<file path="src/logic/adc_ctl_pkg.sv">
// shared constants and types of the converter control block
package adc_ctl_pkg;

   // register byte offsets
   localparam logic [7:0] OFS_SELECT   = 8'h00;
   localparam logic [7:0] OFS_CTRL     = 8'h04;
   localparam logic [7:0] OFS_RES_LOW  = 8'h08;
   localparam logic [7:0] OFS_RES_HIGH = 8'h0c;
   localparam logic [7:0] OFS_SPECIAL  = 8'h10;

   // control/status field positions
   localparam int CTRL_ENABLE  = 7;
   localparam int CTRL_START   = 6;
   localparam int CTRL_AUTO    = 5;
   localparam int CTRL_FLAG    = 4;
   localparam int CTRL_IRQEN   = 3;
   localparam int CTRL_DIV_LSB = 0;

   // input select and special function field positions
   localparam int SEL_REF_LSB   = 6;
   localparam int SEL_ALIGN     = 5;
   localparam int SEL_MUX_LSB   = 0;
   localparam int SPEC_TRIG_LSB = 5;

   localparam logic [7:0] RESET_BYTE = 8'h00;
   localparam logic [2:0] SIZE_WORD  = 3'h2;

   // conversion lengths in converter clock cycles
   localparam logic [4:0] FIRST_CYCLES  = 5'h19;
   localparam logic [4:0] NORMAL_CYCLES = 5'h0d;

   // prescaler codes at or below this one divide by two
   localparam logic [2:0] DIV_MIN_CODE = 3'h1;
   localparam logic [2:0] TRIG_FREE    = 3'h0;

   // analog input codes beyond the eight pins
   localparam logic [3:0] IN_BANDGAP = 4'h8;
   localparam logic [3:0] IN_GROUND  = 4'h9;
   localparam logic [1:0] GAIN_1X    = 2'h0;
   localparam logic [1:0] GAIN_10X   = 2'h1;
   localparam logic [1:0] GAIN_200X  = 2'h2;

   typedef struct packed {
      logic [3:0] pos;
      logic [3:0] neg;
      logic [1:0] gain;
      logic       diff;
   } chan_t;

   typedef enum logic {SEQ_IDLE, SEQ_CONVERT} seq_phase_t;

endpackage

</file>
<file path="src/logic/conv_if.sv">
// link between the register side and the conversion timer
`timescale 1ns/1ps
`default_nettype none
interface conv_if;
   logic       enable;
   logic       start;
   logic       first;
   logic [2:0] divSel;
   logic       done;

   modport ctrl (output enable, output start, output first, output divSel, input done);
   modport seq  (input enable, input start, input first, input divSel, output done);
endinterface
`default_nettype wire

</file>
<file path="src/logic/adc_sequencer_control.sv">
// register side, start control and result pair of the converter
//
// The AHB-Lite register port and the address map were left to the implementer.
`timescale 1ns/1ps
`default_nettype none
// How it works
// - five-bit input select; a change waits until the next conversion starts
// - codes 00000-00111 pick single-ended inputs zero to seven, no gain
// - 01xxx differential against input 0/2 at 10x/200x; 10xxx against input 1
// - 11000-11101 against input two; 11110 bandgap; 11111 ground
// - enable on switches converter on; off aborts any running conversion
// - start write begins one conversion, or the first of free running
// - first conversion after enabling takes 25 converter cycles, later 13
// - start bit reads one while converting; writing zero does nothing
// - with auto trigger, each rising edge of chosen trigger starts one unless one is running
// - completion flag sets when a conversion ends; results update unless the pair is frozen by a low byte read
// - interrupt request while flag, interrupt enable and global enable all set
// - flag clears when the vector is taken or software writes one
// - prescaler code divides system clock by 2,2,4,8,16,32,64,128
// - ten-bit result over two bytes; differential results in two's complement
// - reading low byte freezes result pair until the high byte is read
// - right aligned by default; left aligned puts bits 9:2 in high byte
// - alignment change reshapes the result view at once
// - differential results run 0x200 (-512) to 0x1ff (+511), msb is sign
// - trigger source zero is free running and makes no trigger edge
module adc_sequencer_control (
   input  wire logic        sys_clk,
   input  wire logic        rst_b,
   input  wire logic        clkEn,
   input  wire logic        hsel,
   input  wire logic [31:0] haddr,
   input  wire logic [1:0]  htrans,
   input  wire logic        hwrite,
   input  wire logic [2:0]  hsize,
   input  wire logic [31:0] hwdata,
   input  wire logic        hready,
   output var  logic [31:0] hrdata,
   output var  logic        hreadyout,
   output var  logic        hresp,
   input  wire logic [9:0]  convData,
   input  wire logic [7:1]  triggerIn,
   input  wire logic        globalIrqEnable,
   input  wire logic        interruptTaken,
   output var  logic        irqReq,
   output var  logic        convBusy,
   output var  logic        convInit,
   output var  logic [3:0]  chanPos,
   output var  logic [3:0]  chanNeg,
   output var  logic [1:0]  chanGain,
   output var  logic        chanDiff,
   output var  logic [1:0]  chanRef
);

   typedef struct packed {
      logic                enable;
      logic                active;
      logic                autoTrig;
      logic                flag;
      logic                irqEn;
      logic [2:0]          divSel;
      logic [1:0]          refSel;
      logic                align;
      logic [4:0]          inSel;
      logic [2:0]          trigSel;
      logic                firstPend;
      logic                firstNow;
      logic                startReq;
      logic                trigPrev;
      logic [9:0]          result;
      logic                lockLow;
      logic                dataPhase;
      logic                dWrite;
      logic                dValid;
      logic [7:0]          dAddr;
      logic [31:0]         rdata;
      logic                readyOut;
      logic                respErr;
      logic                irqReq;
      logic [1:0]          chanRef;
      adc_ctl_pkg::chan_t  chan;
   } ctl_state_t;

   ctl_state_t st;
   ctl_state_t next;
   logic       wrCtrl;
   logic       readHigh;
   logic       startWant;
   logic       trigLevel;
   logic [7:0] trigVec;
   logic [7:0] rdByte;

   conv_if cv ();

   conv_sequencer #(
      .PRE_W (7)
   ) u_seq (
      .sys_clk (sys_clk),
      .rst_b   (rst_b),
      .clkEn   (clkEn),
      .cv      (cv)
   );

   function automatic adc_ctl_pkg::chan_t decodeSel(input logic [4:0] sel);
      adc_ctl_pkg::chan_t c;
      c = '0;
      case (sel[4:3])
         2'b00:
            c.pos = {1'b0, sel[2:0]};
         2'b01:
         begin
            c.pos  = {2'b00, sel[2], sel[0]};
            c.neg  = {2'b00, sel[2], 1'b0};
            c.gain = sel[1] ? adc_ctl_pkg::GAIN_200X : adc_ctl_pkg::GAIN_10X;
            c.diff = 1'b1;
         end
         2'b10:
         begin
            c.pos  = {1'b0, sel[2:0]};
            c.neg  = 4'h1;
            c.diff = 1'b1;
         end
         default:
            if (sel[2:1] == 2'b11)
               c.pos = sel[0] ? adc_ctl_pkg::IN_GROUND : adc_ctl_pkg::IN_BANDGAP;
            else
            begin
               c.pos  = {1'b0, sel[2:0]};
               c.neg  = 4'h2;
               c.diff = 1'b1;
            end
      endcase
      return c;
   endfunction

   // alignment applied on the way out, not when stored
   function automatic logic [7:0] resultByte(input logic [9:0] r, input logic left,
                                             input logic high);
      if (high)
         return left ? r[9:2] : {6'h00, r[9:8]};
      return left ? {r[1:0], 6'h00} : r[7:0];
   endfunction

   always_comb
   begin
      next = st;
      next.startReq = 1'b0;
      wrCtrl = 1'b0;
      readHigh = 1'b0;
      startWant = 1'b0;
      rdByte = adc_ctl_pkg::RESET_BYTE;
      // data phase: one wait state, then the answer stands registered
      if (st.dataPhase)
      begin
         next.dataPhase = 1'b0;
         next.readyOut = 1'b1;
         if (st.dWrite && st.dValid)
         begin
            if (st.dAddr == adc_ctl_pkg::OFS_SELECT)
            begin
               next.refSel = hwdata[adc_ctl_pkg::SEL_REF_LSB +: 2];
               next.align = hwdata[adc_ctl_pkg::SEL_ALIGN];
               next.inSel = hwdata[adc_ctl_pkg::SEL_MUX_LSB +: 5];
            end
            else if (st.dAddr == adc_ctl_pkg::OFS_CTRL)
               wrCtrl = 1'b1;
            else if (st.dAddr == adc_ctl_pkg::OFS_SPECIAL)
               next.trigSel = hwdata[adc_ctl_pkg::SPEC_TRIG_LSB +: 3];
         end
         else if (!st.dWrite && st.dValid)
         begin
            if (st.dAddr == adc_ctl_pkg::OFS_SELECT)
               rdByte = {st.refSel, st.align, st.inSel};
            else if (st.dAddr == adc_ctl_pkg::OFS_CTRL)
               // start bit shows the running conversion
               rdByte = {st.enable, st.active, st.autoTrig, st.flag, st.irqEn, st.divSel};
            else if (st.dAddr == adc_ctl_pkg::OFS_RES_LOW)
            begin
               rdByte = resultByte(st.result, st.align, 1'b0);
               // low byte read locks the pair
               next.lockLow = 1'b1;
            end
            else if (st.dAddr == adc_ctl_pkg::OFS_RES_HIGH)
            begin
               rdByte = resultByte(st.result, st.align, 1'b1);
               readHigh = 1'b1;
               next.lockLow = 1'b0;
            end
            else if (st.dAddr == adc_ctl_pkg::OFS_SPECIAL)
               rdByte = {st.trigSel, 5'h00};
         end
         if (!st.dWrite)
            next.rdata = {24'h000000, rdByte};
      end
      if (hsel && htrans[1] && hready)
      begin
         next.dataPhase = 1'b1;
         next.readyOut = 1'b0;
         next.dWrite = hwrite;
         next.dValid = (hsize == adc_ctl_pkg::SIZE_WORD) && (haddr[31:8] == 24'h000000);
         next.dAddr = haddr[7:0];
      end
      if (wrCtrl)
      begin
         if (hwdata[adc_ctl_pkg::CTRL_ENABLE] && !st.enable)
            next.firstPend = 1'b1;
         next.enable = hwdata[adc_ctl_pkg::CTRL_ENABLE];
         next.autoTrig = hwdata[adc_ctl_pkg::CTRL_AUTO];
         next.irqEn = hwdata[adc_ctl_pkg::CTRL_IRQEN];
         next.divSel = hwdata[adc_ctl_pkg::CTRL_DIV_LSB +: 3];
         // write one clears the flag, zero leaves it
         if (hwdata[adc_ctl_pkg::CTRL_FLAG])
            next.flag = 1'b0;
         // a written zero start bit is ignored
         if (hwdata[adc_ctl_pkg::CTRL_START] && hwdata[adc_ctl_pkg::CTRL_ENABLE])
            startWant = 1'b1;
         if (!hwdata[adc_ctl_pkg::CTRL_ENABLE])
         begin
            next.active = 1'b0;
            next.firstPend = 1'b0;
            next.firstNow = 1'b0;
         end
      end
      if (interruptTaken)
         next.flag = 1'b0;
      // a completion that arrives after a disable is dropped; one in the same cycle as the disable write still counts
      if (cv.done && st.enable)
      begin
         next.active = 1'b0;
         next.firstNow = 1'b0;
         // differential codes stored as two's complement
         if (!next.lockLow)
            next.result = st.chan.diff ? {~convData[9], convData[8:0]} : convData;
         // set wins over any clear in the same cycle
         next.flag = 1'b1;
         if (st.autoTrig && st.trigSel == adc_ctl_pkg::TRIG_FREE)
            startWant = 1'b1;
      end
      // source zero is tied low, so it never yields an edge
      trigVec = {triggerIn, 1'b0};
      trigLevel = trigVec[st.trigSel];
      next.trigPrev = trigLevel;
      if (st.autoTrig && trigLevel && !st.trigPrev)
         startWant = 1'b1;
      // selection latched only when a conversion starts
      if (startWant && next.enable && !next.active)
      begin
         next.active = 1'b1;
         next.startReq = 1'b1;
         next.firstNow = next.firstPend;
         next.firstPend = 1'b0;
         next.chan = decodeSel(next.inSel);
         next.chanRef = next.refSel;
      end
      next.irqReq = next.flag && next.irqEn && globalIrqEnable;
   end

   always_ff @(posedge sys_clk or negedge rst_b)
   begin
      if (!rst_b)
      begin
         st <= '0;
         st.readyOut <= 1'b1;
      end
      else if (clkEn)
         st <= next;
   end

   assign cv.enable = st.enable;
   assign cv.start  = st.startReq;
   assign cv.first  = st.firstNow;
   assign cv.divSel = st.divSel;

   assign hrdata    = st.rdata;
   assign hreadyout = st.readyOut;
   assign hresp     = st.respErr;
   assign irqReq    = st.irqReq;
   assign convBusy  = st.active;
   assign convInit  = st.firstNow;
   assign chanPos   = st.chan.pos;
   assign chanNeg   = st.chan.neg;
   assign chanGain  = st.chan.gain;
   assign chanDiff  = st.chan.diff;
   assign chanRef   = st.chanRef;
endmodule
`default_nettype wire

</file>
<file path="src/logic/conv_sequencer.sv">
// prescaler and conversion cycle timer
`timescale 1ns/1ps
`default_nettype none
module conv_sequencer #(
   parameter int PRE_W = 7
) (
   input  wire logic sys_clk,
   input  wire logic rst_b,
   input  wire logic clkEn,
   conv_if.seq       cv
);

   typedef struct packed {
      adc_ctl_pkg::seq_phase_t phase;
      logic [PRE_W-1:0]        pre;
      logic [4:0]              cyc;
      logic                    done;
   } seq_state_t;

   seq_state_t st;
   seq_state_t next;
   logic       tick;

   if (PRE_W < 7)
   begin : g_check
      $error("PRE_W must hold a count of 127");
   end

   // terminal count of the prescaler for one divider code
   function automatic logic [PRE_W-1:0] preLimit(input logic [2:0] code);
      logic [7:0] lim;
      lim = 8'h01;
      if (code > adc_ctl_pkg::DIV_MIN_CODE)
         lim = 8'((9'h001 << code) - 9'h001);
      return PRE_W'(lim);
   endfunction

   always_comb
   begin
      next = st;
      next.done = 1'b0;
      tick = cv.enable && (st.pre == preLimit(cv.divSel));
      // counter idles at zero while off
      if (!cv.enable)
         next.pre = '0;
      else if (tick)
         next.pre = '0;
      else
         next.pre = st.pre + 1'b1;
      case (st.phase)
         adc_ctl_pkg::SEQ_IDLE:
            if (cv.start && cv.enable)
            begin
               next.phase = adc_ctl_pkg::SEQ_CONVERT;
               next.cyc = cv.first ? adc_ctl_pkg::FIRST_CYCLES : adc_ctl_pkg::NORMAL_CYCLES;
            end
         adc_ctl_pkg::SEQ_CONVERT:
            if (!cv.enable)
               next.phase = adc_ctl_pkg::SEQ_IDLE;
            else if (tick)
            begin
               if (st.cyc == 5'h01)
               begin
                  next.phase = adc_ctl_pkg::SEQ_IDLE;
                  next.done = 1'b1;
               end
               else
                  next.cyc = st.cyc - 5'h01;
            end
         default:
            next.phase = adc_ctl_pkg::SEQ_IDLE;
      endcase
   end

   always_ff @(posedge sys_clk or negedge rst_b)
   begin
      if (!rst_b)
         st <= '0;
      else if (clkEn)
         st <= next;
   end

   assign cv.done = st.done;
endmodule
`default_nettype wire
</file>
<file path="config.mk">
export PLATFORM = sky130hd
export DESIGN_NAME = adc_sequencer_control
export DESIGN_NICKNAME = d
export VERILOG_FILES = /design/src/logic/adc_ctl_pkg.sv /design/src/logic/conv_if.sv /design/src/logic/adc_sequencer_control.sv /design/src/logic/conv_sequencer.sv
export SDC_FILE = /design/constraint.sdc
export NUM_CORES = 1
export LEC_CHECK = 0
export ABC_AREA = 0
export BUFFER_PORTS_ARGS = -buffer_cell sky130_fd_sc_hd__buf_2
export CAP_MARGIN = 0
export CORE_MARGIN = 4
export CORE_UTILIZATION = 50
export DETAILED_ROUTE_END_ITERATION = 10
export PLACE_DENSITY_LB_ADDON = 0.25
export SLEW_MARGIN = 5
export SYNTH_ARGS = -nofsm -noshare
export SYNTH_HDL_FRONTEND = slang
export SYNTH_SLANG_ARGS = --single-unit
</file>
<file path="constraint.sdc">
create_clock -name sys_clk -period 3.09 [get_ports sys_clk]
set_input_delay 0 -clock sys_clk [delete_from_list [all_inputs] [get_ports sys_clk]]
set_output_delay 0 -clock sys_clk [all_outputs]
set_load 0.01 [all_outputs]
</file>
After elaboration in Yosys (flattened, before gate mapping)
Index checks and enable logic that the tools add are counted.
{ "totals": {"input_bits": 94, "elab_cells": 180, "out_inout_bits": 50, "reg_bits": 82} }
{ "classes": {"shift": 1, "bitwise": 6, "n_eq_ne": 15, "magnitude_cmp": 2, "n_mux": 82, "n_addsub": 3, "reduce_logical": 39} }
{ "op_table": {"columns": ["operator", "n"], "rows": [
  ["two-way mux 8 bit", 12],
  ["two-way mux 1 bit", 41],
  ["two-way mux 11 bit", 3],
  ["logical NOT 24 bit", 1],
  ["two-way mux 7 bit", 3],
  ["logical AND 1 bit", 17],
  ["equality test 8 x 4 -> 1 bit (second input constant)", 2],
  ["two-way mux 5 bit", 3],
  ["two-way mux 2 bit", 6],
  ["two-way mux 3 bit", 4],
  ["two-way mux 6 bit", 2],
  ["two-way mux 10 bit", 1],
  ["one-hot mux 5 bit (2 select lines)", 1],
  ["AND reduction 3 bit", 3],
  ["equality test 8 x 3 -> 1 bit (second input constant)", 1],
  ["equality test 8 x 5 -> 1 bit (second input constant)", 1],
  ["logical NOT 8 bit", 1],
  ["one-hot mux 4 bit (2 select lines)", 1],
  ["AND reduction 2 bit", 4],
  ["adder 7 x 1 -> 7 bit (second input constant)", 1],
  ["equality test 7 bit", 1],
  ["<< shifter 1 x 3 -> 7 bit (first input constant)", 1],
  ["subtractor 7 x 1 -> 7 bit (second input constant)", 1],
  ["!= test 2 bit (second input constant)", 3],
  ["23 further kinds", 34]
]} }

Longest topological paths before layout
Gate-level depths: netlist of run 1.
{ "depth": {"ltp_word": 15, "ltp_mapped": 10, "mapped_depth_nobuf": 9} }

By module
A second synthesis of run 1 with hierarchy kept.
{ "hier_totals": {"cells_unflattened": 485, "hier_area_um2": 4951.0} }
{ "modules_own_cells": {"columns": ["mod", "instances", "cells_each", "seq_area_each_um2", "area_each_um2"], "rows": [
  ["adc_sequencer_control", 1, 349, 1652.8, 3814.9],
  ["conv_sequencer", 1, 136, 350.3, 1136.1]
]} }

Least setup slack after synthesis of run 1
OpenSTA, ideal clock, no wires.
{ "synth_path": {"path_type": "flip-flop to flip-flop", "startpoint": "register st[51] (netlist name)", "endpoint": "register st (netlist bit chanDiff)", "required_time_ns": 2.965, "path_buffers": 1, "arrival_ns": 2.693, "path_slack_ns": 0.272, "stages_incl_launch_ff": 7, "cell_sequence": "dfrtp_1 or3_4 or4b_4 buf_6 o221a_4 a2111oi_4 mux2_2"} }
{ "synth_via": {"elab_chain_cells": 12, "elab_cells_between_ends": 26, "cone_classes": "eq/ne: 4; mux: 15; reduce/logical: 7"} }
{ "synth_rtl": {"columns": ["item", "line_no", "source"], "rows": [
  ["from (decl)", "adc_sequencer_control.sv:83", "ctl_state_t st;"],
  ["from (signal assigned)", "adc_sequencer_control.sv:265", "st <= next;"],
  ["equality test 8 x 3 -> 1 bit", "adc_sequencer_control.sv:164", "else if (st.dAddr == adc_ctl_pkg::OFS_CTRL)"],
  ["two-way mux 1 bit", "adc_sequencer_control.sv:164", null],
  ["two-way mux 1 bit", "adc_sequencer_control.sv:158", "if (st.dAddr == adc_ctl_pkg::OFS_SELECT)"],
  ["two-way mux 1 bit", "adc_sequencer_control.sv:156", "if (st.dWrite && st.dValid)"],
  ["two-way mux 1 bit", "adc_sequencer_control.sv:152", "if (st.dataPhase)"],
  ["two-way mux 1 bit", "adc_sequencer_control.sv:202", "if (wrCtrl)"],
  ["two-way mux 1 bit", "adc_sequencer_control.sv:235", "if (st.autoTrig && st.trigSel == adc_ctl_pkg::TRIG_FREE)"],
  ["two-way mux 1 bit", "adc_sequencer_control.sv:226", "if (cv.done && st.enable)"],
  ["two-way mux 1 bit", "adc_sequencer_control.sv:242", "if (st.autoTrig && trigLevel && !st.trigPrev)"],
  ["logical AND 1 bit (2 in a row)", "adc_sequencer_control.sv:245", "if (startWant && next.enable && !next.active)"],
  ["AND reduction 2 bit (no source line)", null, null]
]} }
Several ways; a longest one is shown, not always the timed one.
A chain may end at the register's enable or synchronous reset.

Worst setup path in the final report of run 1
{ "layout_path": {"startpoint": "register st[51] (netlist name)", "endpoint": "register st (netlist bit chanNeg[1])"} }
The elaborated chain is that of the path after synthesis.

==> impl_metrics.prom, run 1 <==
# TYPE chip_impl_metric gauge
chip_impl_metric{name="first_pass_grt_wire_length",unit="um"} 18300
chip_impl_metric{name="critical_path_buf_inv_count",unit=""} 1
chip_impl_metric{name="synth_compound_area_share",unit="%"} 14.8
chip_impl_metric{name="yosys-mux-area-fraction",unit="%"} 13.1
chip_impl_metric{name="vias_in_the_first_global_route",unit=""} 3700
chip_impl_info{name="clk_root_buffer_cell",value="sky130_fd_sc_hd__clkbuf_8"} 1
chip_impl_metric{name="final-setup-viol-count",unit=""} 0
chip_impl_metric{name="final_net_count",unit=""} 659
chip_impl_metric{name="final_antenna_violating_net_count",unit=""} 0
chip_impl_metric{name="synthAdderAreaFrac",unit="%"} 1.63
chip_impl_metric{name="async_reset_ff_share",unit="%"} 100
chip_impl_metric{name="cts_inserted_buffers",unit=""} 9
chip_impl_metric{name="r2r_cells",unit=""} 6
chip_impl_info{name="hp-start",value="hwdata[7]"} 1
chip_impl_info{name="grt_setup_unrepaired",value="no"} 1
chip_impl_info{name="setup.worst_path.class",value="register to register"} 1
chip_impl_metric{name="clk_pin_slew_worst_paths",unit="ns"} 0.08
chip_impl_metric{name="gr-total-overflow",unit=""} 0
chip_impl_info{name="worst_path_max_delay_cell",value="sky130_fd_sc_hd__or4b_4"} 1
chip_impl_info{name="synth_top_family_by_area",value="simple AND/OR/NAND/NOR gates"} 1
chip_impl_info{name="cp_cell_sequence",value="or3_4 -> or4b_4 -> o221a_4 -> a2111oi_4 -> buf_4 -> mux2_2"} 1
chip_impl_metric{name="remaining_drc_errors",unit=""} 0
chip_impl_info{name="hold_path.class",value="primary input to register"} 1
chip_impl_metric{name="groute.usage.overall",unit="%"} 20.6
chip_impl_info{name="cts_tree",value="built"} 1
chip_impl_metric{name="fin_util",unit="%"} 60.9
chip_impl_metric{name="layout-area-overhead-vs-synth",unit="%"} 16.8
chip_impl_metric{name="tritoncts_sink_count",unit=""} 80
chip_impl_metric{name="timing.max_cap.violations",unit=""} 0
chip_impl_metric{name="dr_total_vias",unit=""} 3763
chip_impl_metric{name="critical_path_at",unit="ns"} 3.10
chip_impl_metric{name="placement_row_count",unit=""} 34
chip_impl_metric{name="reg2reg_slack",unit="ns"} 0.23
chip_impl_metric{name="dr.first_iter.drc_count",unit=""} 294
chip_impl_metric{name="clock_path_buffers",unit=""} 2
chip_impl_metric{name="layout.cell_area.non_filler",unit="sq um"} 5390
chip_impl_metric{name="post_synth.cell_area_avg",unit="sq um"} 10.0
chip_impl_metric{name="area_enclosed_by_the_die_boundary",unit="sq um"} 10800
chip_impl_metric{name="total_leakage_power",unit="nW"} 2.58
chip_impl_metric{name="synth-seq-cells",unit=""} 80
chip_impl_metric{name="timing.hold.worst_path_depth",unit=""} 2
chip_impl_metric{name="ys_seq_area_share",unit="%"} 43.4
chip_impl_info{name="dominantRegCellSynth",value="sky130_fd_sc_hd__dfrtp_1"} 1
chip_impl_metric{name="synth_simple_gate_area_share",unit="%"} 15.0
chip_impl_metric{name="fin_crit",unit="ns"} 2.86
chip_impl_metric{name="cells_after_synthesis",unit=""} 461
chip_impl_metric{name="yosys.area_share.xor_xnor",unit="%"} 0.949
chip_impl_metric{name="layout.cells.non_filler",unit=""} 672
chip_impl_info{name="start_kind",value="register"} 1
chip_impl_metric{name="drt-total-wl",unit="um"} 11000
chip_impl_metric{name="ir_drop",unit="mV"} 0.262
chip_impl_metric{name="core_area",unit="sq um"} 8850
chip_impl_metric{name="slew_viol_final",unit=""} 0
chip_impl_info{name="crit_path_end_kind",value="register"} 1
chip_impl_metric{name="worst_slew_pin_slew",unit="ns"} 1.01
chip_impl_metric{name="slew_headroom",unit="%"} 32.9
chip_impl_metric{name="timing.final.crit_share",unit="%"} 92.5
chip_impl_info{name="reg2reg_from",value="st[51]$_DFFE_PN0P_"} 1
chip_impl_metric{name="final_report_hold_violation_count",unit=""} 0
chip_impl_metric{name="routabilityCongestion",unit=""} 0.864
chip_impl_metric{name="clock_insertion_delay_worst_skew",unit="ns"} 0.36
chip_impl_metric{name="max_clock_skew",unit="ns"} 0.0123
chip_impl_info{name="reg2reg_to",value="chanNeg[1]$_DFFE_PN0P_"} 1
chip_impl_metric{name="critPathMaxFanout",unit=""} 18
chip_impl_metric{name="placed_cells_incl_taps",unit=""} 625
chip_impl_metric{name="p_per_area",unit="nW/um^2"} 402
chip_impl_info{name="outcome",value="completed"} 1
chip_impl_metric{name="number_of_enable_type_register_cells_in_the_synthesized_netlist",unit=""} 0
chip_impl_metric{name="ctsHtreeMaxLevel",unit=""} 3
chip_impl_metric{name="fp.dieH",unit="um"} 104
chip_impl_metric{name="post_synth_instance_area",unit="sq um"} 4620
chip_impl_metric{name="insertedDiodeCount",unit=""} 0
chip_impl_metric{name="critical_path.max_stage_delay",unit="ns"} 0.60
chip_impl_metric{name="drive_above_1_share",unit="%"} 27.8
chip_impl_metric{name="placement_cell_area",unit="sq um"} 4910
chip_impl_metric{name="grt_max_degree",unit=""} 81
chip_impl_info{name="whs_endpoint",value="st[84]$_DFFE_PN0P_"} 1
chip_impl_metric{name="drt_first_pass_iters",unit=""} 5
chip_impl_metric{name="port_buffers",unit=""} 91
chip_impl_metric{name="hold_ws",unit="ns"} 0.0291
chip_impl_metric{name="yosysUniqueCellTypes",unit=""} 63
chip_impl_metric{name="antenna_found_initial",unit=""} 0
chip_impl_metric{name="detail_route.wl_per_cell",unit="um"} 16.4
chip_impl_metric{name="fmax",unit="MHz"} 350
chip_impl_metric{name="io-pin-count",unit=""} 144
chip_impl_metric{name="start_util",unit="%"} 52.2
chip_impl_metric{name="yosys_warnings",unit=""} 0
chip_impl_metric{name="totalNegativeSetupSlack",unit="ns"} 0
chip_impl_metric{name="vias_per_cell",unit=""} 5.60
chip_impl_metric{name="die_width",unit="um"} 104
chip_impl_metric{name="post-dp-hpwl",unit="um"} 7910
chip_impl_metric{name="cp_data_required_time",unit="ns"} 3.33
chip_impl_info{name="critPathTopFamily",value="simple AND/OR/NAND/NOR gates"} 1
[metrics by stage]
step / power, mW / setup WS (ns)
floorplan: 1.35 / 0.272
global placement: 1.44 / 0.293
detailed placement: 1.45 / 0.260
CTS: 2.17 / 0.248
global route: 2.27 / 0.157
finish: 2.17 / 0.233
[placed cells by master (no fill, tap or decap), types with 7 or more instances in the layout]
cell,instances
sky130_fd_sc_hd__buf_2,90
sky130_fd_sc_hd__dfrtp_1,79
sky130_fd_sc_hd__nand2_1,55
sky130_fd_sc_hd__mux2_2,34
sky130_fd_sc_hd__dlygate4sd3_1,31
sky130_fd_sc_hd__conb_1,27
sky130_fd_sc_hd__nor2_1,23
sky130_fd_sc_hd__mux2i_1,20
sky130_fd_sc_hd__a21oi_1,20
sky130_fd_sc_hd__inv_1,16
sky130_fd_sc_hd__o21ai_0,12
sky130_fd_sc_hd__nand3_1,10
sky130_fd_sc_hd__clkbuf_8,10
sky130_fd_sc_hd__o22ai_1,9
sky130_fd_sc_hd__a31oi_1,9
sky130_fd_sc_hd__nor3_1,8
sky130_fd_sc_hd__buf_4,7
[area by class of cell]
type                            instances  area, sq um
Clock buffer                           11          141
Fill cell                             750         3460
Inverter                               16         60.1
Clock inverter                          5         32.5
Timing Repair Buffer                  128          813
Multi-Input combinational cell        324         2210
Tap cell                              108          135
Sequential cell                        80         2000
[logic make-up after synthesis]
| family | after synthesis |
|---|---|
| AO/OA/AOI/OAI | 95 |
| XOR/XNOR | 5 |
| AND/OR/NAND/NOR | 136 |
| other | 1 |
| buffers and inverters | 83 |
| flip-flops | 80 |
| multiplexers | 55 |
| adder cells (fa/ha/maj) | 6 |
[worst max path at each step]
stage | startpoint | to | slack [ns] | cells after the start
2_1_floorplan | st[51]$_DFFE_PN0P_ | chanDiff$_DFFE_PN0P_ | 0.27 | 6
3_3_place_gp | st[51]$_DFFE_PN0P_ | chanNeg[1]$_DFFE_PN0P_ | 0.29 | 6
3_5_place_dp | st[51]$_DFFE_PN0P_ | chanNeg[1]$_DFFE_PN0P_ | 0.26 | 6
4_1_cts | st[51]$_DFFE_PN0P_ | chanNeg[1]$_DFFE_PN0P_ | 0.25 | 6
5_1_grt | st[51]$_DFFE_PN0P_ | chanPos[2]$_DFFE_PN0P_ | 0.16 | 6
6_report | st[51]$_DFFE_PN0P_ | chanNeg[1]$_DFFE_PN0P_ | 0.23 | 6
[cell usage after synthesis (3+ instances only)]
master                      instances  area (sq um)
sky130_fd_sc_hd__nand3b_1           3          22.5
sky130_fd_sc_hd__a22o_1             6          52.6
sky130_fd_sc_hd__o311ai_0           3          26.3
sky130_fd_sc_hd__o2bb2ai_1          4          35.0
sky130_fd_sc_hd__buf_4             45           338
sky130_fd_sc_hd__o21ai_0           12          60.1
sky130_fd_sc_hd__a2111oi_0          3          26.3
sky130_fd_sc_hd__o31ai_1            3          22.5
sky130_fd_sc_hd__o22ai_1            9          56.3
sky130_fd_sc_hd__a21o_1             3          22.5
sky130_fd_sc_hd__nand3_1           10          50.1
sky130_fd_sc_hd__nor2_1            23          86.3
sky130_fd_sc_hd__dfrtp_1           79          1980
sky130_fd_sc_hd__nor4b_1            4          35.0
sky130_fd_sc_hd__nor3_1             8          40.0
sky130_fd_sc_hd__clkbuf_1          13          48.8
sky130_fd_sc_hd__inv_1             16          60.1
sky130_fd_sc_hd__mux2_2            34           383
sky130_fd_sc_hd__o221ai_1           3          26.3
sky130_fd_sc_hd__a22oi_1            5          37.5
sky130_fd_sc_hd__nand2_1           55           206
sky130_fd_sc_hd__a21oi_1           20           100
sky130_fd_sc_hd__xor2_1             3          26.3
sky130_fd_sc_hd__buf_1              4          15.0
sky130_fd_sc_hd__and3_1             6          37.5
sky130_fd_sc_hd__nor4_1             5          31.3
sky130_fd_sc_hd__mux2i_1           20           200
sky130_fd_sc_hd__nand2b_1           4          25.0
sky130_fd_sc_hd__ha_1               6          75.1
sky130_fd_sc_hd__a31oi_1            9          56.3
[report_power, final]
part	switching (mW)	internal [mW]	total (mW)	leakage, nW
Combinational	0.185	0.142	0.327	1.44
Clock	0.390	0.311	0.701	0.0813
Sequential	0.0436	1.09	1.14	1.05
Total	0.618	1.55	2.17	2.58
[registers in the layout, indices dropped and copies added (netlist names)]
register / cells
hrdata: 8
chanPos: 4
hreadyout: 1
chanGain: 2
u_seq.st: 13
cv.enable: 1
chanNeg: 2
chanDiff: 1
chanRef: 2
cv.start: 1
irqReq: 1
u_seq.cv.done: 1
st: 38
convInit: 1
convBusy: 1
cv.divSel: 3
[per-layer routing]
layer / share of wire [%] / wire [um] / GRT usage, % / vias up
li1: - / - / - / 1783
met1: 46 / 5020 / 28.5 / 1836
met2: 48 / 5280 / 33.3 / 133
met3: 5.3 / 587 / 3.97 / 11
met4: 0.95 / 104 / 5.22 / 0
met5: 0 / 0 / 0 / -
[repair_timing]
item                                   CTS  global route
endpoints found under the hold margin  110             0
gates resized for setup                  0             0
buffers inserted                         0             0
hold buffers                            31             0
(Power assumes the default switching activity.)
==> run 2: changes to the inputs <==
Settings changed: RECOVER_POWER from default to 100.
==> impl_metrics.prom, run 2 (same netlist as run 1, synthesis figures left out) <==
# TYPE chip_impl_metric gauge
chip_impl_metric{name="final_net_count",unit=""} 659
chip_impl_metric{name="placed_cells_incl_taps",unit=""} 625
chip_impl_metric{name="gr-total-overflow",unit=""} 0
chip_impl_metric{name="critPathMaxFanout",unit=""} 18
chip_impl_metric{name="overall_power_of_the_completed_layout",unit="mW"} 2.15
chip_impl_metric{name="power.combinational.fraction",unit="%"} 14.8
chip_impl_metric{name="io-pin-count",unit=""} 144
chip_impl_metric{name="intPower",unit="mW"} 1.54
chip_impl_info{name="start_kind",value="register"} 1
chip_impl_info{name="critical_path.endpoint",value="chanNeg[1]$_DFFE_PN0P_"} 1
chip_impl_metric{name="critical_path_at",unit="ns"} 3.15
chip_impl_metric{name="remaining_drc_errors",unit=""} 0
chip_impl_metric{name="grt_max_degree",unit=""} 81
chip_impl_metric{name="start_util",unit="%"} 52.2
chip_impl_metric{name="net-switching-power",unit="mW"} 0.615
chip_impl_metric{name="ctsHtreeMaxLevel",unit=""} 3
chip_impl_metric{name="p_per_area",unit="nW/um^2"} 403
chip_impl_metric{name="worst_slew_pin_slew",unit="ns"} 1.95
chip_impl_metric{name="cp_data_required_time",unit="ns"} 3.33
chip_impl_metric{name="drive_above_1_share",unit="%"} 22.9
chip_impl_metric{name="area_enclosed_by_the_die_boundary",unit="sq um"} 10800
chip_impl_metric{name="cts_inserted_buffers",unit=""} 9
chip_impl_metric{name="core_area",unit="sq um"} 8850
chip_impl_metric{name="layout-area-overhead-vs-synth",unit="%"} 15.9
chip_impl_metric{name="share_clk_of_total_power",unit="%"} 32.4
chip_impl_metric{name="layout.cells.non_filler",unit=""} 672
chip_impl_info{name="crit_start",value="st[51]$_DFFE_PN0P_"} 1
chip_impl_metric{name="tritoncts_sink_count",unit=""} 80
chip_impl_info{name="layout.cells.most_common_list",value="sky130_fd_sc_hd__dfrtp_1 (79), sky130_fd_sc_hd__buf_2 (67), sky130_fd_sc_hd__nand2_1 (55)"} 1
chip_impl_info{name="outcome",value="complete, but fails checks"} 1
chip_impl_metric{name="totalNegativeSetupSlack",unit="ns"} 0
chip_impl_metric{name="timing.final.crit_share",unit="%"} 94.3
chip_impl_info{name="cts_tree",value="built"} 1
chip_impl_metric{name="first_pass_grt_wire_length",unit="um"} 18300
chip_impl_metric{name="switching_share",unit="%"} 28.5
chip_impl_metric{name="routabilityCongestion",unit=""} 0.864
chip_impl_metric{name="dr_total_vias",unit=""} 3739
chip_impl_info{name="setup.worst_path.class",value="register to register"} 1
chip_impl_metric{name="drt-total-wl",unit="um"} 10900
chip_impl_info{name="reg2reg_from",value="st[51]$_DFFE_PN0P_"} 1
chip_impl_metric{name="clock_path_buffers",unit=""} 2
chip_impl_metric{name="fmax",unit="MHz"} 343
chip_impl_info{name="crit_path_end_kind",value="register"} 1
chip_impl_info{name="layout.cells.most_common",value="sky130_fd_sc_hd__dfrtp_1"} 1
chip_impl_metric{name="vias_in_the_first_global_route",unit=""} 3700
chip_impl_metric{name="clk_pin_slew_worst_paths",unit="ns"} 0.08
chip_impl_metric{name="post-dp-hpwl",unit="um"} 7910
chip_impl_metric{name="vias_per_cell",unit=""} 5.56
chip_impl_metric{name="ir_drop",unit="mV"} 0.258
chip_impl_metric{name="sequentialPowerShare",unit="%"} 52.8
chip_impl_metric{name="r2r_cells",unit=""} 6
chip_impl_metric{name="max_clock_skew",unit="ns"} 0.0126
chip_impl_metric{name="timing.max_cap.violations",unit=""} 1
chip_impl_metric{name="final-setup-viol-count",unit=""} 0
chip_impl_info{name="largest_register",value="st"} 1
chip_impl_metric{name="dr.first_iter.drc_count",unit=""} 283
chip_impl_info{name="hold_path.class",value="primary input to register"} 1
chip_impl_metric{name="groute.usage.overall",unit="%"} 20.6
chip_impl_metric{name="antenna_found_initial",unit=""} 0
chip_impl_metric{name="port_buffers",unit=""} 91
chip_impl_metric{name="drt_first_pass_iters",unit=""} 5
chip_impl_info{name="grt_setup_unrepaired",value="no"} 1
chip_impl_info{name="violations",value="capacitance limit, slew limit"} 1
chip_impl_metric{name="post_cts_buffers",unit=""} 0
chip_impl_metric{name="clock_insertion_delay_worst_skew",unit="ns"} 0.36
chip_impl_metric{name="die_width",unit="um"} 104
chip_impl_metric{name="fp.dieH",unit="um"} 104
chip_impl_metric{name="placement_row_count",unit=""} 34
chip_impl_info{name="clk_root_buffer_cell",value="sky130_fd_sc_hd__clkbuf_8"} 1
chip_impl_metric{name="slew_viol_final",unit=""} 81
chip_impl_metric{name="total_leakage_power",unit="nW"} 2.48
chip_impl_metric{name="insertedDiodeCount",unit=""} 0
chip_impl_info{name="reg2reg_to",value="chanNeg[1]$_DFFE_PN0P_"} 1
chip_impl_metric{name="fin_crit",unit="ns"} 2.91
chip_impl_metric{name="final_antenna_violating_net_count",unit=""} 0
chip_impl_metric{name="slew_headroom",unit="%"} -30.2
chip_impl_metric{name="detail_route.wl_per_cell",unit="um"} 16.3
chip_impl_metric{name="final_report_hold_violation_count",unit=""} 0
chip_impl_metric{name="reg2reg_slack",unit="ns"} 0.18
chip_impl_metric{name="largest_reg_flops",unit=""} 38
-- run 2: changes by cell type in the layout (fill, tap and decap cells not counted) --
cell | previous run | this run
sky130_fd_sc_hd__buf_2 | 90 | 67
sky130_fd_sc_hd__mux2_1 | 0 | 1
sky130_fd_sc_hd__clkbuf_2 | 0 | 1
sky130_fd_sc_hd__clkbuf_1 | 1 | 26
sky130_fd_sc_hd__dfstp_2 | 1 | 0
sky130_fd_sc_hd__or3_1 | 0 | 1
sky130_fd_sc_hd__dfstp_1 | 0 | 1
sky130_fd_sc_hd__mux2_2 | 34 | 33
sky130_fd_sc_hd__or3_4 | 1 | 0
sky130_fd_sc_hd__buf_4 | 7 | 4
-- run 2: how the worst min path moves through the flow --
stage	from	end	cells past startpoint
finish	hwdata[7]	st[84]$_DFFE_PN0P_	2
global route	hwdata[7]	st[76]$_DFFE_PN0P_	2
CTS	hwdata[7]	st[84]$_DFFE_PN0P_	2
detailed placement	haddr[5]	st[53]$_DFFE_PN0P_	3
global placement	haddr[6]	st[54]$_DFFE_PN0P_	3
floorplan	rst_b	chanDiff$_DFFE_PN0P_	0
-- run 2: critical path, stage by stage (launching register included) --
cell	delay [ns]
sky130_fd_sc_hd__dfrtp_1	0.42
sky130_fd_sc_hd__or3_1	0.47
sky130_fd_sc_hd__or4b_4	0.62
sky130_fd_sc_hd__o221a_4	0.33
sky130_fd_sc_hd__a2111oi_4	0.31
sky130_fd_sc_hd__buf_4	0.29
sky130_fd_sc_hd__mux2_2	0.36
-- run 2: per-stage QoR --
stage	setup WS (ns)	cell area, sq um	hold slack, ns	util (%)
after floorplan	0.272	4710	-0.296	-
after global placement	0.293	4910	0.190	55.5
after detailed placement	0.260	4910	0.192	55.5
after CTS	0.248	5390	0.00867	60.9
after global routing	0.0880	5350	0.0328	60.4
final	0.177	5350	0.0243	60.4
-- run 2: metal layers --
| metal | vias up | track usage, % | part of all wire, % |
|---|---|---|---|
| li1 | 1783 | - | - |
| met1 | 1822 | 28.5 | 45 |
| met2 | 127 | 33.3 | 49 |
| met3 | 7 | 3.97 | 5.2 |
| met4 | 0 | 5.22 | 0.79 |
| met5 | - | 0 | 0 |
-- run 2: cell type report --
cell class	instances	area [sq um]
tap	108	135
clock buffer	11	141
inverter	16	60.1
clock inverter	5	32.5
multi-input combinational	324	2200
fill	764	3500
timing repair buffer	128	774
sequential	80	2000
-- run 2: timing repair --
action | CTS | global route
endpoints found under the hold margin | 110 | 0
resized for setup | 0 | 0
hold buffers | 31 | 0
-- run 2: power groups by stage --
stage	clock (mW)	sequential, mW	combinational (mW)
4_1_cts	0.713	1.14	0.323
3_5_place_dp	0	1.16	0.294
5_1_grt	0.764	1.14	0.353
6_report	0.699	1.14	0.319
3_3_place_gp	0	1.16	0.290
2_1_floorplan	0	1.15	0.203
==> run 3: changes to the inputs <==
Settings changed: CORE_MARGIN 4 to 5, SKIP_CTS_REPAIR_TIMING from default to 1.
Clock period 3.09 ns to 3.5 ns, I/O delays scaled along.
==> impl_metrics.prom, run 3 (same netlist as run 1, synthesis figures left out) <==
# TYPE chip_impl_metric gauge
chip_impl_metric{name="layout-area-overhead-vs-synth",unit="%"} 16.8
chip_impl_metric{name="vias_in_the_first_global_route",unit=""} 3559
chip_impl_metric{name="groute.usage.overall",unit="%"} 19.2
chip_impl_metric{name="final_report_hold_violation_count",unit=""} 0
chip_impl_metric{name="slew_viol_final",unit=""} 81
chip_impl_metric{name="post-dp-hpwl",unit="um"} 7840
chip_impl_info{name="critPathTopFamily",value="simple AND/OR/NAND/NOR gates"} 1
chip_impl_metric{name="dr.first_iter.drc_count",unit=""} 211
chip_impl_info{name="start_kind",value="register"} 1
chip_impl_metric{name="fin_crit",unit="ns"} 3.06
chip_impl_metric{name="drive_above_1_share",unit="%"} 22.6
chip_impl_info{name="largest_register",value="st"} 1
chip_impl_metric{name="fp.dieH",unit="um"} 106
chip_impl_metric{name="drt-total-wl",unit="um"} 11000
chip_impl_info{name="reg2reg_to",value="chanPos[3]$_DFFE_PN0P_"} 1
chip_impl_metric{name="cts_inserted_buffers",unit=""} 9
chip_impl_metric{name="cp_num_cells",unit=""} 6
chip_impl_metric{name="final-setup-viol-count",unit=""} 0
chip_impl_metric{name="clk_pin_slew_worst_paths",unit="ns"} 0.09
chip_impl_metric{name="slew_headroom",unit="%"} -31.9
chip_impl_metric{name="critPathMaxFanout",unit=""} 18
chip_impl_metric{name="clock_insertion_delay_worst_skew",unit="ns"} 0.35
chip_impl_metric{name="dr_total_vias",unit=""} 3697
chip_impl_metric{name="drt_first_pass_iters",unit=""} 4
chip_impl_metric{name="port_buffers",unit=""} 91
chip_impl_metric{name="critical_path_at",unit="ns"} 3.30
chip_impl_info{name="worst_path_max_delay_cell",value="sky130_fd_sc_hd__or4b_1"} 1
chip_impl_metric{name="p_per_area",unit="nW/um^2"} 389
chip_impl_metric{name="first_pass_grt_wire_length",unit="um"} 17500
chip_impl_metric{name="final_antenna_violating_net_count",unit=""} 0
chip_impl_metric{name="critical_path.max_stage_delay",unit="ns"} 0.71
chip_impl_metric{name="io-pin-count",unit=""} 144
chip_impl_metric{name="max_clock_skew",unit="ns"} 0.0114
chip_impl_info{name="layout.cells.most_common_list",value="sky130_fd_sc_hd__dfrtp_1 (79), sky130_fd_sc_hd__buf_2 (66), sky130_fd_sc_hd__nand2_1 (55)"} 1
chip_impl_metric{name="pre_cts_ws",unit="ns"} 0.647
chip_impl_metric{name="layout.cells.non_filler",unit=""} 673
chip_impl_metric{name="core_area",unit="sq um"} 9110
chip_impl_metric{name="start_util",unit="%"} 50.7
chip_impl_info{name="crit_path_end_kind",value="register"} 1
chip_impl_info{name="cts_tree",value="built"} 1
chip_impl_info{name="clk_root_buffer_cell",value="sky130_fd_sc_hd__clkbuf_8"} 1
chip_impl_metric{name="critical_path_buf_inv_count",unit=""} 1
chip_impl_metric{name="tritoncts_sink_count",unit=""} 80
chip_impl_metric{name="vias_per_cell",unit=""} 5.49
chip_impl_metric{name="clock_path_buffers",unit=""} 2
chip_impl_info{name="outcome",value="complete, but fails checks"} 1
chip_impl_metric{name="routabilityCongestion",unit=""} 0.840
chip_impl_metric{name="ir_drop",unit="mV"} 0.247
chip_impl_metric{name="ctsHtreeMaxLevel",unit=""} 3
chip_impl_metric{name="area_enclosed_by_the_die_boundary",unit="sq um"} 11300
chip_impl_metric{name="number_of_fill_cells_in_the_layout",unit=""} 803
chip_impl_metric{name="die_width",unit="um"} 106
chip_impl_metric{name="timing.final.crit_share",unit="%"} 87.4
chip_impl_metric{name="fmax",unit="MHz"} 327
chip_impl_metric{name="timing.max_cap.violations",unit=""} 1
chip_impl_metric{name="worst_slew_pin_slew",unit="ns"} 1.98
chip_impl_info{name="critical_path.endpoint",value="chanPos[3]$_DFFE_PN0P_"} 1
chip_impl_info{name="reg2reg_from",value="st[51]$_DFFE_PN0P_"} 1
chip_impl_info{name="cp_cell_sequence",value="or3_1 -> or4b_1 -> o221a_4 -> a2111oi_4 -> buf_4 -> mux2_2"} 1
chip_impl_metric{name="reg2reg_slack",unit="ns"} 0.44
chip_impl_info{name="violations",value="capacitance limit, slew limit"} 1
chip_impl_metric{name="r2r_cells",unit=""} 6
chip_impl_metric{name="placed_cells_incl_taps",unit=""} 626
chip_impl_info{name="layout.cells.most_common",value="sky130_fd_sc_hd__dfrtp_1"} 1
chip_impl_metric{name="gr-total-overflow",unit=""} 0
chip_impl_metric{name="grt_max_degree",unit=""} 81
chip_impl_metric{name="totalNegativeSetupSlack",unit="ns"} 0
chip_impl_info{name="grt_setup_unrepaired",value="no"} 1
chip_impl_metric{name="total_leakage_power",unit="nW"} 2.50
chip_impl_metric{name="largest_reg_flops",unit=""} 38
chip_impl_metric{name="layout_setup_ws",unit="ns"} 0.441
chip_impl_info{name="setup.worst_path.class",value="register to register"} 1
chip_impl_metric{name="final_net_count",unit=""} 657
chip_impl_metric{name="placement_row_count",unit=""} 35
chip_impl_metric{name="insertedDiodeCount",unit=""} 0
chip_impl_metric{name="antenna_found_initial",unit=""} 0
chip_impl_metric{name="remaining_drc_errors",unit=""} 0
chip_impl_info{name="hold_path.class",value="primary input to register"} 1
chip_impl_info{name="crit_start",value="st[51]$_DFFE_PN0P_"} 1
chip_impl_metric{name="cp_data_required_time",unit="ns"} 3.74
chip_impl_metric{name="detail_route.wl_per_cell",unit="um"} 16.3
chip_impl_metric{name="overall_power_of_the_completed_layout",unit="mW"} 2.10
==> run 3: how the worst min path moves through the flow <==
stage | start | endpoint | slack [ns] | cells past startpoint
floorplan | rst_b | chanDiff$_DFFE_PN0P_ | -0.30 | 0
global placement | haddr[5] | st[53]$_DFFE_PN0P_ | 0.19 | 3
detailed placement | haddr[5] | st[53]$_DFFE_PN0P_ | 0.20 | 3
CTS | haddr[5] | st[53]$_DFFE_PN0P_ | -0.17 | 3
global route | hwdata[7] | cv.enable$_DFFE_PN0P_ | 0.006 | 2
finish | hwdata[7] | cv.enable$_DFFE_PN0P_ | 0.02 | 2
==> run 3: metal layers <==
metal / GRT usage (%) / wire, um / share of wire [%]
met5: 0 / 0 / 0
met1: 25.2 / 4840 / 44
met3: 4.01 / 513 / 4.7
met4: 7.96 / 265 / 2.4
met2: 31.0 / 5350 / 49
==> run 3: where the power goes <==
group	internal (mW)	total (mW)	switching (mW)
registers	0.966	1.01	0.0390
clock network	0.472	0.811	0.339
logic	0.118	0.284	0.166
==> run 3: through the flow <==
step                cell area (sq um)  hold WS (ns)  util, %
floorplan                        4710        -0.296        -
global placement                 4900         0.190     53.8
detailed placement               4900         0.195     53.8
CTS                              5130        -0.175     56.3
global route                     5390       0.00575     59.2
finish                           5390        0.0208     59.2
==> run 3: area by class of cell <==
| type | instances | area (sq um) | share of cell area, % |
|---|---|---|---|
| Multi-Input combinational cell | 324 | 2200 | 40.7 |
| Sequential cell | 80 | 2000 | 37.1 |
| Timing Repair Buffer | 126 | 758 | 14.1 |
| Tap cell | 111 | 139 | 2.58 |
| Clock buffer | 10 | 128 | 2.37 |
| Clock inverter | 6 | 108 | 2.00 |
| Inverter | 16 | 60.1 | 1.11 |
